<file path="config.mk">
export PLATFORM = sky130hd
export DESIGN_NAME = nand_host_ctrl
export DESIGN_NICKNAME = d
export VERILOG_FILES = /design/src/rtl/nand_host_pkg.sv /design/src/rtl/nand_host_ctrl.sv
export SDC_FILE = /design/constraint.sdc
export NUM_CORES = 1
export LEC_CHECK = 0
export BUFFER_PORTS_ARGS = -buffer_cell sky130_fd_sc_hd__buf_2
export CAP_MARGIN = 15
export CORE_AREA = 10 10 194 105
export CTS_CLUSTER_DIAMETER = 80
export DETAILED_ROUTE_END_ITERATION = 6
export DIE_AREA = 0 0 204 115
export PLACE_DENSITY = 0.6
export SYNTH_ARGS = -nofsm -noshare
export SYNTH_HDL_FRONTEND = slang
export SYNTH_SLANG_ARGS = --single-unit
</file>
<file path="constraint.sdc">
create_clock -name ref_clk -period 2.6 [get_ports ref_clk]
set_input_delay 0.52 -clock ref_clk [delete_from_list [all_inputs] [get_ports ref_clk]]
set_output_delay 0.52 -clock ref_clk [all_outputs]
set_load 0.01 [all_outputs]
</file>
<file path="src/rtl/nand_host_pkg.sv">
// Constants and carrier types for the NAND flash host controller.
// Assumes a 100 MHz ref_clk; all timing counts are in ref_clk cycles.
`default_nettype none

package nand_host_pkg;

  // ---------------------------------------------------------------
  // Array geometry
  // ---------------------------------------------------------------
  localparam int unsigned PAGE_DATA_BYTES  = 2048;
  localparam int unsigned PAGE_SPARE_BYTES = 128;
  localparam int unsigned PAGE_BYTES       = PAGE_DATA_BYTES + PAGE_SPARE_BYTES;
  localparam int unsigned PAGES_PER_BLOCK  = 64;
  localparam int unsigned BLOCKS           = 2048;
  localparam int unsigned MIN_VALID_BLOCKS = 2008;
  localparam int unsigned MAX_PARTIAL_PROG = 4;
  localparam logic [11:0] COL_LAST         = 12'h87f;

  // ---------------------------------------------------------------
  // Command codes
  // ---------------------------------------------------------------
  localparam logic [7:0] CMD_READ1      = 8'h00;
  localparam logic [7:0] CMD_READ2      = 8'h30;
  localparam logic [7:0] CMD_READ_CACHE = 8'h31;
  localparam logic [7:0] CMD_READ_LAST  = 8'h3f;
  localparam logic [7:0] CMD_COPY_CACHE = 8'h3a;
  localparam logic [7:0] CMD_PROG1      = 8'h80;
  localparam logic [7:0] CMD_PROG_MP    = 8'h81;
  localparam logic [7:0] CMD_PROG2      = 8'h10;
  localparam logic [7:0] CMD_QUEUE      = 8'h11;
  localparam logic [7:0] CMD_CACHE_PROG = 8'h15;
  localparam logic [7:0] CMD_ERASE1     = 8'h60;
  localparam logic [7:0] CMD_ERASE2     = 8'hd0;
  localparam logic [7:0] CMD_STATUS     = 8'h70;
  localparam logic [7:0] CMD_RESET      = 8'hff;
  localparam int unsigned STATUS_RDY_BIT = 6;

  // ---------------------------------------------------------------
  // Timing: printed figures and derived cycle counts
  // ---------------------------------------------------------------
  localparam int unsigned CLK_PERIOD_NS = 10;
  localparam int unsigned T_STROBE_NS   = 30;
  localparam int unsigned T_WB_NS       = 100;
  localparam int unsigned T_WHR_NS      = 60;
  localparam int unsigned T_R_US        = 25;
  localparam int unsigned T_DCBSYR2_US  = 30;
  localparam int unsigned T_PROG_US     = 700;
  localparam int unsigned T_BERASE_MS   = 5;
  localparam int unsigned T_RST_US      = 500;
  localparam int unsigned STROBE_CYC =
    (T_STROBE_NS + CLK_PERIOD_NS - 1) / CLK_PERIOD_NS;
  localparam int unsigned WB_CYC =
    (T_WB_NS + CLK_PERIOD_NS - 1) / CLK_PERIOD_NS;
  localparam int unsigned WHR_CYC =
    (T_WHR_NS + CLK_PERIOD_NS - 1) / CLK_PERIOD_NS;
  // Longest documented busy, used as a watchdog
  localparam int unsigned BUSY_MAX_CYC =
    T_BERASE_MS * 1000000 / CLK_PERIOD_NS;

  // ---------------------------------------------------------------
  // Carriers
  // ---------------------------------------------------------------
  typedef enum logic [1:0] {
    PH_CMD,
    PH_ADDR,
    PH_WDATA,
    PH_RDATA
  } phase_e;

  typedef struct packed {
    phase_e     phase;
    logic [7:0] data;
    logic       wait_ready;
    logic       release_ce;
  } req_s;

  typedef struct packed {
    logic       ce_n;
    logic       cle;
    logic       ale;
    logic       we_n;
    logic       re_n;
    logic [7:0] io_out;
    logic       io_oe;
  } pins_s;

endpackage : nand_host_pkg

`default_nettype wire

</file>
<file path="src/rtl/nand_host_ctrl.sv">
// Host-side NAND flash byte-bus controller: one request per byte phase.
// Assumes a request source on ref_clk and the device's pins asynchronous.
`default_nettype none

// Notes on behaviour
// - Commands, addresses and data share one eight-bit two-way bus.
// - Host flags a fifth back-to-back partial program of one page between erases as prog_seq_error.
// - Status read reports ready on data bit six.
// - Cache program series ends with normal confirm, else poll and reset.
// - Multi-plane cache series ends with 81h then normal confirm.
// - Host never drives the bus while the device drives it.
// - Data-load column address runs from 0 to 2175.
// - Host adds no ECC; data bytes pass to the bus as the request source sends them.
module nand_host_ctrl #(
  parameter int unsigned BUSY_TIMEOUT = nand_host_pkg::BUSY_MAX_CYC
) (
  input  wire  logic                 ref_clk,
  input  wire  logic                 srst,
  // Request side
  input  wire  logic                 req_valid,
  input  wire  nand_host_pkg::req_s  req,
  output var   logic                 req_ready,
  output var   logic                 rsp_valid,
  output var   logic [7:0]           rsp_data,
  output var   logic                 busy_timeout,
  output var   logic                 prog_seq_error,
  // Device pins
  output var   nand_host_pkg::pins_s pins,
  input  wire  logic [7:0]           io_in,
  input  wire  logic                 ready_busy_n
);

  // ---------------------------------------------------------------
  // Pin synchronisers
  // ---------------------------------------------------------------
  logic [7:0] io_s1_q;
  logic [7:0] io_s2_q;
  logic       rb_s1_q;
  logic       rb_s2_q;

  always_ff @(posedge ref_clk) begin
    io_s1_q <= io_in;
    io_s2_q <= io_s1_q;
    rb_s1_q <= ready_busy_n;
    rb_s2_q <= rb_s1_q;
  end

  // ---------------------------------------------------------------
  // Sequencer
  // ---------------------------------------------------------------
  typedef enum logic [2:0] {
    ST_IDLE,
    ST_SETUP,
    ST_STROBE,
    ST_HOLD,
    ST_WAIT_BUSY,
    ST_WAIT_READY,
    ST_SAMPLE
  } state_e;

  localparam int unsigned CNT_W = $clog2(BUSY_TIMEOUT + 1);

  state_e                    state_q;
  nand_host_pkg::req_s       cur_q;
  logic [CNT_W-1:0]          cnt_q;

  wire logic cnt_zero = (cnt_q == '0);

  always_ff @(posedge ref_clk) begin
    if (srst) begin
      state_q <= ST_IDLE;
      cur_q   <= '0;
      cnt_q   <= '0;
    end else begin
      if (!cnt_zero) begin
        cnt_q <= cnt_q - 1'b1;
      end
      unique case (state_q)
        ST_IDLE: begin
          if (req_valid) begin
            cur_q   <= req;
            state_q <= ST_SETUP;
            cnt_q   <= CNT_W'(nand_host_pkg::STROBE_CYC);
          end
        end
        ST_SETUP: begin
          if (cnt_zero) begin
            state_q <= ST_STROBE;
            cnt_q   <= CNT_W'(nand_host_pkg::STROBE_CYC);
          end
        end
        ST_STROBE: begin
          if (cnt_zero) begin
            state_q <= (cur_q.phase == nand_host_pkg::PH_RDATA)
                       ? ST_SAMPLE : ST_HOLD;
            cnt_q   <= CNT_W'(nand_host_pkg::WB_CYC);
          end
        end
        ST_SAMPLE: begin
          state_q <= ST_HOLD;
          cnt_q   <= CNT_W'(nand_host_pkg::WHR_CYC);
        end
        ST_HOLD: begin
          if (cnt_zero) begin
            if (cur_q.wait_ready) begin
              state_q <= ST_WAIT_BUSY;
              cnt_q   <= CNT_W'(nand_host_pkg::WB_CYC);
            end else begin
              state_q <= ST_IDLE;
            end
          end
        end
        ST_WAIT_BUSY: begin
          // Busy may be short; fall through to ready wait after tWB
          if (!rb_s2_q || cnt_zero) begin
            state_q <= ST_WAIT_READY;
            cnt_q   <= CNT_W'(BUSY_TIMEOUT);
          end
        end
        ST_WAIT_READY: begin
          if (rb_s2_q || cnt_zero) begin
            state_q <= ST_IDLE;
          end
        end
        default: state_q <= ST_IDLE;
      endcase
    end
  end

  // ---------------------------------------------------------------
  // Pin drive
  // ---------------------------------------------------------------
  wire logic is_out = (cur_q.phase != nand_host_pkg::PH_RDATA);
  wire logic active = (state_q == ST_SETUP) || (state_q == ST_STROBE) ||
                      (state_q == ST_SAMPLE) || (state_q == ST_HOLD);

  always_ff @(posedge ref_clk) begin
    if (srst) begin
      pins <= '{ce_n: 1'b1, cle: 1'b0, ale: 1'b0, we_n: 1'b1,
                re_n: 1'b1, io_out: 8'h00, io_oe: 1'b0};
    end else begin
      pins.ce_n <= !(active || state_q == ST_WAIT_BUSY ||
                     state_q == ST_WAIT_READY) && cur_q.release_ce;
      pins.cle  <= active && cur_q.phase == nand_host_pkg::PH_CMD;
      pins.ale  <= active && cur_q.phase == nand_host_pkg::PH_ADDR;
      // Write strobe rises leaving ST_STROBE, latching the byte
      pins.we_n <= !(state_q == ST_STROBE && is_out);
      pins.re_n <= !(state_q == ST_STROBE && !is_out);
      // Bytes arrive already ECC-coded from the request source
      pins.io_out <= cur_q.data;
      // Drive only for outgoing phases, never while device reads out
      pins.io_oe  <= active && is_out;
    end
  end

  // ---------------------------------------------------------------
  // Handshake and results
  // ---------------------------------------------------------------
  always_ff @(posedge ref_clk) begin
    if (srst) begin
      req_ready <= 1'b0;
      rsp_valid <= 1'b0;
      rsp_data  <= 8'h00;
    end else begin
      req_ready <= (state_q == ST_IDLE) && !req_valid;
      rsp_valid <= (state_q == ST_SAMPLE) ||
                   (state_q == ST_WAIT_READY && rb_s2_q);
      if (state_q == ST_SAMPLE) begin
        // Sampled after strobe low time; status bit six is ready
        rsp_data <= io_s2_q;
      end
    end
  end

  // ---------------------------------------------------------------
  // Partial program count per page
  // ---------------------------------------------------------------
  // Two column bytes come first, then row bytes; erase clears counts
  localparam logic [2:0] PP_MAX = 3'(nand_host_pkg::MAX_PARTIAL_PROG);

  wire logic   take = (state_q == ST_IDLE) && req_valid;
  logic [2:0]  addr_idx_q;
  logic [23:0] row_q;
  logic [23:0] last_row_q;
  logic [2:0]  pp_cnt_q;
  logic        pp_over_q;

  always_ff @(posedge ref_clk) begin
    if (srst) begin
      addr_idx_q <= '0;
      row_q      <= '0;
      last_row_q <= '0;
      pp_cnt_q   <= '0;
      pp_over_q  <= 1'b0;
    end else if (take && req.phase == nand_host_pkg::PH_ADDR) begin
      if (addr_idx_q != 3'd7) begin
        addr_idx_q <= addr_idx_q + 3'd1;
      end
      if (addr_idx_q >= 3'd2) begin
        row_q <= {row_q[15:0], req.data};
      end
    end else if (take && req.phase == nand_host_pkg::PH_CMD) begin
      addr_idx_q <= '0;
      if (req.data == nand_host_pkg::CMD_PROG2 ||
          req.data == nand_host_pkg::CMD_CACHE_PROG) begin
        last_row_q <= row_q;
        if (row_q != last_row_q || pp_cnt_q == '0) begin
          pp_cnt_q <= 3'd1;
        end else if (pp_cnt_q == PP_MAX) begin
          pp_over_q <= 1'b1;
        end else begin
          pp_cnt_q <= pp_cnt_q + 3'd1;
        end
      end else if (req.data == nand_host_pkg::CMD_ERASE2) begin
        pp_cnt_q  <= '0;
        pp_over_q <= 1'b0;
      end else if (req.data == nand_host_pkg::CMD_RESET) begin
        pp_over_q <= 1'b0;
      end
    end
  end

  // Watchdog and cache-program termination tracking
  logic cache_open_q;

  always_ff @(posedge ref_clk) begin
    if (srst) begin
      busy_timeout   <= 1'b0;
      prog_seq_error <= 1'b0;
      cache_open_q   <= 1'b0;
    end else begin
      if (state_q == ST_WAIT_READY && !rb_s2_q && cnt_zero) begin
        busy_timeout <= 1'b1;
      end else if (req_valid && state_q == ST_IDLE) begin
        busy_timeout <= 1'b0;
      end
      if (state_q == ST_SETUP && cur_q.phase == nand_host_pkg::PH_CMD) begin
        if (cur_q.data == nand_host_pkg::CMD_CACHE_PROG) begin
          cache_open_q <= 1'b1;
        end else if (cur_q.data == nand_host_pkg::CMD_PROG2 ||
                     cur_q.data == nand_host_pkg::CMD_RESET) begin
          cache_open_q   <= 1'b0;
          prog_seq_error <= 1'b0;
        end else if (cache_open_q &&
                     cur_q.data != nand_host_pkg::CMD_PROG1 &&
                     cur_q.data != nand_host_pkg::CMD_PROG_MP &&
                     cur_q.data != nand_host_pkg::CMD_STATUS) begin
          prog_seq_error <= 1'b1;
        end
      end
      // Too many programs of one page wins over any clear
      if (pp_over_q) begin
        prog_seq_error <= 1'b1;
      end
    end
  end

endmodule : nand_host_ctrl

`default_nettype wire

</file>
Word level (Yosys, flattened, before mapping)
Index checks and enable logic that the tools add are counted.

operators by class
  mux-type cells = 38
  add/sub/neg operators = 3
  bitwise operators = 1
  order comparisons = 1
  reductions and logical operators = 55
  multiply operators = 0
  equal/unequal tests = 34
  divide/modulo/power cells = 0
  shifts and indexed selects = 0

operators with widths
  cell                                                                      count
  19-bit two-way mux                                                        7
  19-bit one-hot mux with 6 select lines                                    1
  3-bit two-way mux                                                         15
  8-bit by 5-bit == test with 1-bit output (second input constant)          4
  8-bit == test (second input constant)                                     3
  24-bit inequality test                                                    1
  3-bit one-hot mux with 7 select lines                                     1
  19-bit zero test                                                          1
  19-bit by 1-bit subtractor with 19-bit output (second input constant)     1
  2-bit inequality test (second input constant)                             9
  1-bit logical AND                                                         17
  8-bit inequality test (second input constant)                             2
  1-bit two-way mux                                                         14
  3-bit == test (second input constant)                                     4
  1-bit logical OR                                                          11
  2-bit nonzero test                                                        5
  8-bit by 7-bit inequality test with 1-bit output (second input constant)  1
  2-bit AND reduction                                                       4
  3-bit by 1-bit adder with 3-bit output (second input constant)            2
  3-bit by 2-bit == test with 1-bit output (second input constant)          2
  1-bit zero test                                                           6
  3-bit zero test                                                           2
  3-bit inequality test (second input constant)                             2
  3-bit AND reduction                                                       2
  other kinds (11)                                                          15

word-level totals
  bits in writable memories = 0
  bits in read-only memories = 0
  output and inout bits = 26
  register bits = 134
  bits in latches = 0
  memories = 0

Longest topological paths before layout
Gate-level depths: netlist of the first run.

  depth after elaboration = 9
  gate-level depth with buffers = 13
  mapped depth without buffers = 12

Worst setup path after synthesis of the first run
OpenSTA, ideal clock, no wires.

  path type = register -> register
  start point = register cnt_q[10]
  end point = register cnt_q[0]
  path slack = 0.066 ns
  stages on the path, launching flop included = 12
  buffers on the path = 1
  arrival time = 2.410 ns
  period minus slack after synthesis = 2.534 ns
  path through = dfxtp_1 or4_4 nor3_1 and3_1 buf_6 inv_1 ha_1 inv_1 o311ai_0 o21ai_0 a41oi_1 a31oi_1

between the ends
  longest elaborated chain between the ends = 5

RTL lines
  element                                     line                   RTL
  start: declaration                          nand_host_ctrl.sv:65   logic [CNT_W-1:0] cnt_q;
  start signal: assignment                    nand_host_ctrl.sv:76   cnt_q <= cnt_q - 1'b1;
  start signal: assignment                    nand_host_ctrl.sv:83   cnt_q <= CNT_W'(nand_host_pkg::STROBE_CYC);
  start signal: assignment                    nand_host_ctrl.sv:89   cnt_q <= CNT_W'(nand_host_pkg::STROBE_CYC);
  19-bit zero test (*)                        nand_host_ctrl.sv:67   wire logic cnt_zero = (cnt_q == '0);
  19-bit two-way mux                          nand_host_ctrl.sv:75   if (!cnt_zero) begin
  19-bit two-way mux                          nand_host_ctrl.sv:105  if (cur_q.wait_ready) begin
  19-bit two-way mux                          nand_host_ctrl.sv:104  if (cnt_zero) begin
  19-bit one-hot mux with 6 select lines (*)  nand_host_ctrl.sv:78   unique case (state_q)

Mark *: on every way between the ends. The rest lies on a longest branch, timed or not.
A chain may end at the register's enable or synchronous reset.

Worst setup path in the final report of the first run
Ends and elaborated chain as after synthesis.

==> results.md, run 1 <==
- TritonCTS Buffers: 17
- Tot Pwr: between 7 and 8 mW
- DRC: 0
- Clock power share: 30.5%
- Critical Path AT: 2730 ps
- # IOs: 50
- First-pass GRT wire length: 25100 um
- Pre-antenna DRT Iters: 5
- Vias per cell: 5.02
- Number of enable flip-flop cells after synthesis: 0
- Worst hold path stage count: 1
- Status: completed
- FF+latch count, synth: 134
- Routed Antenna Nets: 0
- Layout cells sized above 1: 17.3%
- Net Sw Frac: 36.7%
- GR Util All Layers: 13.5%
- FF-to-FF path depth: 10
- Final Hold Viols: 0
- Multiplexer share of the synthesized area: 1.76%
- TNS Setup: 0 ps
- Hold_ws: 204 ps
- Power Density: 1160 nW/um^2
- Final wirelength: 15400 um
- Antenna violations before repair: 3
- Ys Warns: 0
- Period utilization: 93.3%
- H-tree Lvls: 4
- Post-synthesis cell type count: 67
- Final setup skew: 8.31 ps
- Post-synthesis cell area: 5680 um^2
- Die Y: 115 um
- Initial DRC count: 525
- Clock Latency Late Sink: 410 ps
- Worst-margin pin slew: between 600 and 700 ps
- Die W: 204 um
- Synth Instances: 674
- Top post-synthesis cells by area: dfxtp_1 (47%), nand2_1 (10%), a21oi_1 (7.2%)
- Internal Power: 5.05 mW
- Leakage: 2.57 nW
- Top layer in use: met4
- Largest family of logic cells by synthesized area: simple AND/OR/NAND/NOR gates
- CP Capture Type: register
- Tmin final: 2430 ps
- Site Rows: 34
- CTS tree: built
- CTS Hold Bufs: 0
- Setup-failing EPs final: 0
- Initial Util: 33.5%
- WL met2: between 5000 and 6000 um
- Synth Area in Compound Gates: 16.2%
- Psw: 2.92 mW
- Highest Clock Rate: approximately 0.41 GHz
- Sequential share of power: 31.9%
- Area Overhead vs Synth: 21.5%
- Core ar.: 17000 um^2
- Register area share after synthesis: a little under half
- Clock buffer depth: 2
- Gate power share: 37.6%
- Average size of a mapped cell: 8.43 um^2
- Reg clk slew, reported paths: 60 ps
- Congestion Overflow GR: 0
- Largest net degree at the start of global routing: 38
- Critical path class: register to register
- XOR/XNOR share of the synthesized area: under 10%
- RSZ-0062 raised after global routing: no
- Vias: 4927
- Share of the synthesized area in the top cell type: between 40 and 50%
- Routed WL per cell: 15.7 um
- Met3 routed WL: approximately 1700 um
- Maximum vdd drop: 0.000689 V
- Final Max Tran Viols: 0
- Main synth FF type: dfxtp_1
- Number of clock sinks: 134
- Max-slew headroom: 56.0%
- Maxcap violations: 0
- Die Area: 23500 um^2
- Worst Setup Start Kind: register
- DP Wirelength: 11000 um
- Final net count: 765
- Count leader, synth: nand2_1
- Critical path fanouts, max: 5
- Vias in the first global route: 4535
- Post-Synth Simple-Gate Area: 23.8%
- Syn Nets: ~710
- Layout Cells excl Fill: a little under 1000
- WP data required: 2900 ps
- Met1 wire length: ~8300 um
- Finished Core Util: 40.7%
- Root Driver: clkbuf_16
- Post-synthesis adder-cell area fraction: between 1.5 and 2%
- Hold Crit Class: input port to register
- # fillers: 1708
- RD Place Congestion: 0.901
- Post-synth ARST share: 0%
- Post-Place Cells: 948
- Post-synth top area cell: dfxtp_1
- Most frequent cells after synthesis: nand2_1 (151), dfxtp_1 (134), a21oi_1 (82)
- IO buf count: 49
==> power groups by stage <==
stage	combinational (mW)	clock [mW]	sequential, mW
5_1_grt	3.30	2.59	2.57
6_report	3.00	2.43	2.54
3_3_place_gp	2.86	0	2.57
2_1_floorplan	2.06	0	2.52
3_5_place_dp	2.84	0	2.57
4_1_cts	2.86	2.49	2.53
==> worst max-delay path, stage by stage, from the launching register on <==
cell and delay, ps:
dfxtp_1 350, or4_4 560, nor3_4 200, and3_4 210
inv_2 60, ha_1 290, inv_1 70, o311ai_1 210
o21ai_0 110, a41oi_1 170, a31oi_1 100
==> sequential cells by signal (all words and copies together) (netlist names) <==
name	flops
pp_over_q	1
busy_timeout	1
last_row_q	24
cur_q	12
pp_cnt_q	3
rsp_data	8
pins	14
row_q	24
addr_idx_q	3
rsp_valid	1
rb_s2_q	1
prog_seq_error	1
rb_s1_q	1
state_q	3
io_s1_q	8
req_ready	1
io_s2_q	8
cnt_q	19
cache_open_q	1
==> layout by cell type (no fill, tap or decap), types with 5 or more instances in the layout <==
| cell | n |
|---|---|
| a21oi_1 | 82 |
| a31oi_1 | 8 |
| buf_2 | 48 |
| buf_4 | 28 |
| clkbuf_16 | 17 |
| dfxtp_1 | 134 |
| ha_1 | 8 |
| inv_1 | 12 |
| mux2i_1 | 10 |
| nand2_1 | 151 |
| nand3_1 | 12 |
| nand4_1 | 14 |
| nor2_1 | 38 |
| nor2b_1 | 12 |
| nor3_1 | 10 |
| nor4_1 | 5 |
| o21ai_0 | 17 |
| o31ai_1 | 5 |
| or3_1 | 7 |
| xnor2_1 | 32 |
==> layer usage <==
metal	up-vias	global-route usage (%)
met5	-	0
met2	204	16.2
met1	2242	20.7
met3	10	5.67
li1	2471	-
met4	0	3.58
==> cell type report <==
| type | count | area [um^2] | share of cell area [%] |
|---|---|---|---|
| Clock buffer | 21 | 480 | 6.96 |
| Tap cell | 234 | 293 | 4.24 |
| Sequential cell | 134 | 2680 | 38.9 |
| Inverter | 15 | 56.3 | 0.816 |
| Antenna cell | 2 | 5.00 | 0.0725 |
| Multi-Input combinational cell | 488 | 2790 | 40.5 |
| Timing Repair Buffer | 77 | 470 | 6.81 |
| Clock inverter | 11 | 123 | 1.78 |
==> stage by stage <==
stage / setup WS [ps] / cell area [um^2]
final: 173 / 6900
after global routing: 20.3 / 6900
after CTS: 36.0 / 6880
after detailed placement: 33.6 / 6280
after global placement: 128 / 6280
after floorplan: 66.5 / 5680
==> cells by family after synthesis <==
group / Yosys count
fa+ha+maj: 8
compound gates: 152
simple gates: 285
mux: 10
flops: 134
buf+inv: 52
xor+xnor: 33
==> worst paths after layout <==
check,startpoint,endpoint,slack (ps)
max,cnt_q[10],cnt_q[0],170
min,io_in[1],io_s1_q[1],200
max reg2reg,cnt_q[10],cnt_q[0],170
min reg2reg,io_s1_q[2],io_s2_q[2],320
==> what timing repair did <==
action / 4_1_cts / 5_1_grt
gates resized for setup: 0 / 6
setup buffers: 0 / 0
endpoints found under the setup margin: 0 / 1
(Power assumes the default switching activity.)
==> run 2, diff against run 1 <==
- PLACE_DENSITY: 0.6 -> 0.58
- clock period: 2.6 -> 2.49 ns (I/O delays scaled with it)
==> run 2 against run 1 <==
Net effect: final cell count up 0.41%; clock power up 14%; register-to-register slack worse by 40 ps; design area up 1.7%; non-clock buffer count up 6; highest routed layer unchanged; utilization up 0.69 points; count of clock-buffer cells in the layout down 2; first-iteration DRC count up 4.6%; sequential share of layout area down 0.64 points; largest power group unchanged; global-route usage up 0.070 points; worst setup slack worse by 35 ps.
==> results.md, run 2 (synthesized netlist as in run 1, its figures left out) <==
- Status: completed
- Critical path class: register to register
- Reg clk slew, reported paths: 60 ps (about the same)
- Worst-margin pin slew: 652 ps (-5.87 ps)
- Vias per cell: 4.98 (-0.83%)
- Vias: 4906 (-0.43%)
- Worst Setup Start Kind: register
- Number of clock sinks: 134 (unchanged)
- RSZ-0062 raised after global routing: no
- TNS Setup: 0 ps (unchanged)
- Final net count: 771 (+0.78%)
- Leakage: 2.64 nW (+2.5%)
- Die W: 204 um (unchanged)
- # IOs: 50 (unchanged)
- Top Usage Layer GRT: met1
- H-tree Lvls: 4 (unchanged)
- Root Driver: clkbuf_16
- TritonCTS Buffers: 17 (unchanged)
- Routed WL per cell: 15.8 um (+0.29%)
- Largest regs: last_row_q x24, row_q x24, cnt_q x19
- Final Hold Viols: 0 (unchanged)
- Power Density: 1250 nW/um^2 (+8.0%)
- Congestion Overflow GR: 0 (unchanged)
- Max-slew headroom: 56.2% (+0.18 points)
- DP Wirelength: 11100 um (+1.0%)
- Tot Pwr: 8.76 mW (+9.8%)
- Initial Util: 33.5% (unchanged)
- IO buf count: 49 (unchanged)
- Critical Path AT: 2650 ps (-80 ps)
- RD Place Congestion: 0.954 (+5.9%)
- Die Area: 23500 um^2 (unchanged)
- Area Overhead vs Synth: 23.5%
- GR met1 Demand/Resource: 20.7% (about the same)
- Cell area after layout: 7020 um^2 (+1.7%)
- Hold Crit Class: input port to register
- Diodes inserted: 0 (-2)
- Die Y: 115 um (unchanged)
- Maxcap violations: 0 (unchanged)
- CTS tree: built
- Final Max Tran Viols: 0 (unchanged)
- Hold_ws: 181 ps (-22.6 ps)
- Placed Area: 6350 um^2 (+1.1%)
- Tmin final: 2350 ps (-74.8 ps)
- CP Capture Type: register
- First-pass GRT wire length: 25100 um (-0.33%)
- Commonest cells after routing, fill and taps aside: nand2_1 (151), dfxtp_1 (134), a21oi_1 (82)
- Met3 usage: 6.12% (+0.45 points)
- Initial DRC count: 549 (+4.6%)
- Maximum vdd drop: 0.000543 V (-21%)
- Layout cells sized above 1: 18.0% (+0.66 points)
- Period utilization: 94.5% (+1.1 points)
- Critical path fanouts, max: 4 (-1)
- Finished Core Util: 41.4% (+0.69 points)
- Clock Latency Late Sink: 420 ps (about the same)
- WP data required: 2790 ps (-110 ps)
- Final wirelength: 15500 um (+0.70%)
- Global-route met2 utilization: 15.9% (-0.26 points)
- Pre-antenna DRT Iters: 5 (unchanged)
- Routed Antenna Nets: 0 (unchanged)
- Antenna violations before repair: 1 (-2)
- GR Util All Layers: 13.6% (+0.070 points)
- Vias in the first global route: 4647 (+2.5%)
- Clock buffer depth: 2 (unchanged)
- Final setup skew: 7.03 ps (-1.28 ps)
- Largest net degree at the start of global routing: 37 (-2.6%)
- Site Rows: 34 (unchanged)
- Core ar.: 17000 um^2 (unchanged)
- Highest Clock Rate: 0.425 GHz (+3.2%)
- Commonest non-fill, non-tap cell in the layout: nand2_1
- DRC: 0 (unchanged)
- Setup-failing EPs final: 0 (unchanged)
## run 2: cell count changes in the layout (fill, tap and decap cells not counted), sizes merged
cell | before | now
clkbuf | 21 | 19
clkinvlp | 4 | 2
clkinv | 5 | 7
diode | 2 | 0
buf | 77 | 83
bufinv | 2 | 5
inv | 15 | 14
## run 2: critical path, stage by stage (launching register included)
cell and delay (ps):
dfxtp_1 330, or4_4 560, nor3_4 140, and3_4 210
inv_1 50, ha_1 290, inv_1 60, o311ai_1 210
o21ai_0 100, a41oi_1 170, a31oi_1 110
## run 2: cell type report
class | count | area [um^2]
multi-input combinational | 488 | 2810
fill | 1707 | 9950
sequential | 134 | 2680
clock buffer | 19 | 453
timing repair buffer | 83 | 528
clock inverter | 13 | 203
tap | 234 | 293
inverter | 15 | 56.3
## run 2: repair_timing
action,CTS,global route
setup endpoints to repair,0,1
gates resized for setup,0,5
hold buffers,0,0
buffers inserted,0,0
## run 2: where the power goes
group          switching (mW)  internal, mW
logic                    1.91          1.41
registers               0.274          2.40
clock network           0.933          1.82
total                    3.12          5.64
## run 2: layer usage
| layer | up-vias | wire [um] |
|---|---|---|
| met5 | - | 0 |
| met4 | 0 | 102 |
| met3 | 10 | 1550 |
| met2 | 169 | 5340 |
| met1 | 2251 | 8560 |
| li1 | 2476 | - |
## run 2: path summary, 6_finish.rpt
check	end	startpoint	cells past startpoint	slack, ps
setup / recovery	cnt_q[0]	cnt_q[11]	10	140
hold / removal	io_s1_q[0]	io_in[0]	1	180
setup reg to reg	cnt_q[0]	cnt_q[11]	10	140
hold reg to reg	io_s2_q[1]	io_s1_q[1]	0	320
## run 2: metrics by stage
stage	setup WS, ps	instances
after floorplan	10.4	674
after global placement	117	954
after detailed placement	97.6	954
after CTS	68.4	986
after global routing	2.76	986
final	138	986
==> run 3, diff against run 2 <==
- CORE_AREA: 10 10 194 105 -> 10 10 141 143
- DIE_AREA: 0 0 204 115 -> 0 0 151 153
==> run 3 against run 2 <==
Net effect: power fell by 7.2%; clock power fell by 17%; first-iteration DRC count fell by 43%; sequential cell count did not move; critical path depth did not move; clock skew rose by 0.98 ps; non-clock buffer count fell by 4; largest cell class unchanged; fmax fell by 1.0%; die area fell by 1.5%; design area fell by 2.1%; hold slack barely moved; routed wire length fell by 7.7%.
==> results.md, run 3 (synthesized netlist as in run 1, its figures left out) <==
- Critical path class: register to register
- CTS Hold Bufs: 0 (unchanged)
- Vias: 4821 (-1.7%)
- Layout cells sized above 1: 17.6% (-0.31 points)
- Die Area: 23100 um^2 (-1.5%)
- Pre-antenna DRT Iters: 4 (-1)
- Commonest cells after routing, fill and taps aside: nand2_1 (151), dfxtp_1 (133), a21oi_1 (82)
- Psw: 3.04 mW (-2.5%)
- Diodes inserted: 0 (unchanged)
- GR Util All Layers: 12.5% (-1.1 points)
- Worst path cell trace: or4_4, nor3_4, and3_4, inv_2, ha_4, inv_1, o311ai_2, o21ai_1, a41oi_1, a31oi_1
- Period utilization: 95.4% (+0.96 points)
- Reg clk slew, reported paths: 60 ps (about the same)
- Initial Util: 33.3% (-0.16 points)
- Routed WL per cell: 14.7 um (-6.5%)
- Setup-failing EPs final: 0 (unchanged)
- Clock Latency Late Sink: 420 ps (about the same)
- RD Place Congestion: 0.848 (-11%)
- First-pass GRT wire length: 23500 um (-6.3%)
- Site Rows: 48 (+41%)
- Gate power share: 39.3% (+1.3 points)
- Congestion Overflow GR: 0 (unchanged)
- Hold path startpoint: io_in[3]
- Critical Path Source: cnt_q[12]
- Largest regs: last_row_q x24, row_q x24, cnt_q x19
- Final setup skew: 8.01 ps (+0.983 ps)
- Worst Setup Start Kind: register
- Initial DRC count: 312 (-43%)
- Power Density: 1180 nW/um^2 (-5.2%)
- TritonCTS Buffers: 17 (unchanged)
- Largest stage delay, worst path: 580 ps (+20 ps)
- Area Overhead vs Synth: 21.0%
- Antenna violations before repair: 1 (unchanged)
- Final wirelength: 14300 um (-7.7%)
- Clock power share: 28.3% (-3.2 points)
- Commonest non-fill, non-tap cell in the layout: nand2_1
- Finished Core Util: 40.3% (-1.1 points)
- Slack of the worst reg-to-reg path: 110 ps (-20 ps)
- Status: completed
- Placed Area: 6290 um^2 (-0.97%)
- # IOs: 50 (unchanged)
- Largest net degree at the start of global routing: 59 (+59%)
- Vias in the first global route: 4503 (-3.1%)
- Final net count: 767 (-0.52%)
- WP data required: 2780 ps (about the same)
- Worst reg2reg path startpoint: cnt_q[12]
- H-tree Lvls: 4 (unchanged)
- Final Hold Viols: 0 (unchanged)
- CTS tree: built
- Die Y: 153 um (+33%)
- Hold Crit Class: input port to register
- Sequential share of power: 32.5% (+1.9 points)
- Final Max Tran Viols: 0 (unchanged)
- Maxcap violations: 0 (unchanged)
- Critical Path AT: 2670 ps (+20 ps)
- Vias per cell: 4.95 (-0.42%)
- IO buf count: 49 (unchanged)
- Number of clock sinks: 134 (unchanged)
- Max-slew headroom: 58.5% (+2.3 points)
- Internal Power: 5.09 mW (-9.8%)
- Critical path fanouts, max: 5 (+1)
- Clock buffer depth: 2 (unchanged)
- Worst-margin pin slew: 618 ps (-34.5 ps)
- Tmin final: 2380 ps (+23.8 ps)
- CP Capture Type: register
- # fillers: 1781 (+4.3%)
- DP Wirelength: 9730 um (-12%)
- Core ar.: 17100 um^2 (+0.49%)
- DRC: 0 (unchanged)
- Die W: 151 um (-26%)
- Maximum vdd drop: 0.000575 V (+5.8%)
- Cell area after layout: 6870 um^2 (-2.1%)
- Leakage: 2.55 nW (-3.3%)
- Highest Clock Rate: 0.421 GHz (-1.0%)
- Root Driver: clkbuf_16
- Slowest CP cell: or4_4
- Routed Antenna Nets: 0 (unchanged)
- Net Sw Frac: 37.4% (+1.8 points)
## run 3: worst max-delay path, delay by kind of cell (launching register included)
| family | cells | cell delay [ps] |
|---|---|---|
| compound gates | 4 | 620 |
| fa+ha+maj | 1 | 250 |
| buf+inv | 2 | 110 |
| flops | 1 | 330 |
| simple gates | 3 | 940 |
## run 3: layer usage
layer	track usage [%]	vias up	routed length, um
li1	-	2474	-
met3	4.02	14	728
met5	0	-	13
met2	18.7	89	6550
met1	16.5	2242	6890
met4	3.81	2	161
## run 3: worst paths after layout
check | end | cells past startpoint
max | cnt_q[0] | 10
min | io_s1_q[3] | 1
max reg2reg | cnt_q[0] | 10
min reg2reg | rb_s2_q | 0
## run 3: stage by stage
stage	setup WS (ps)	setup TNS [ps]	total power, mW	hold slack, ps	cells
after floorplan	10.4	0	4.83	310	674
after global placement	105	0	5.65	310	940
after detailed placement	73.0	0	5.65	312	940
after CTS	41.9	0	8.00	158	972
after global routing	-2.33	-2.33	8.65	152	973
final	114	0	8.13	181	973
## run 3: power by group through the flow
stage | Combinational, mW | Sequential [mW] | Clock (mW)
after floorplan | 2.19 | 2.63 | 0
after global placement | 2.98 | 2.67 | 0
after detailed placement | 2.98 | 2.67 | 0
after CTS | 3.00 | 2.63 | 2.37
after global routing | 3.52 | 2.67 | 2.46
final | 3.19 | 2.64 | 2.30
## run 3: what timing repair did
item	in CTS	in global routing
setup buffers	0	1
gates resized for setup	0	10
setup endpoints to repair	0	1
## run 3: layout make-up
class / count / area (um^2) / share of cell area [%]
clock buffer: 21 / 450 / 6.55
clock inverter: 11 / 91.3 / 1.33
inverter: 15 / 56.3 / 0.819
multi-input combinational: 488 / 2830 / 41.1
sequential: 134 / 2680 / 39.0
tap: 225 / 282 / 4.10
timing repair buffer: 79 / 485 / 7.06
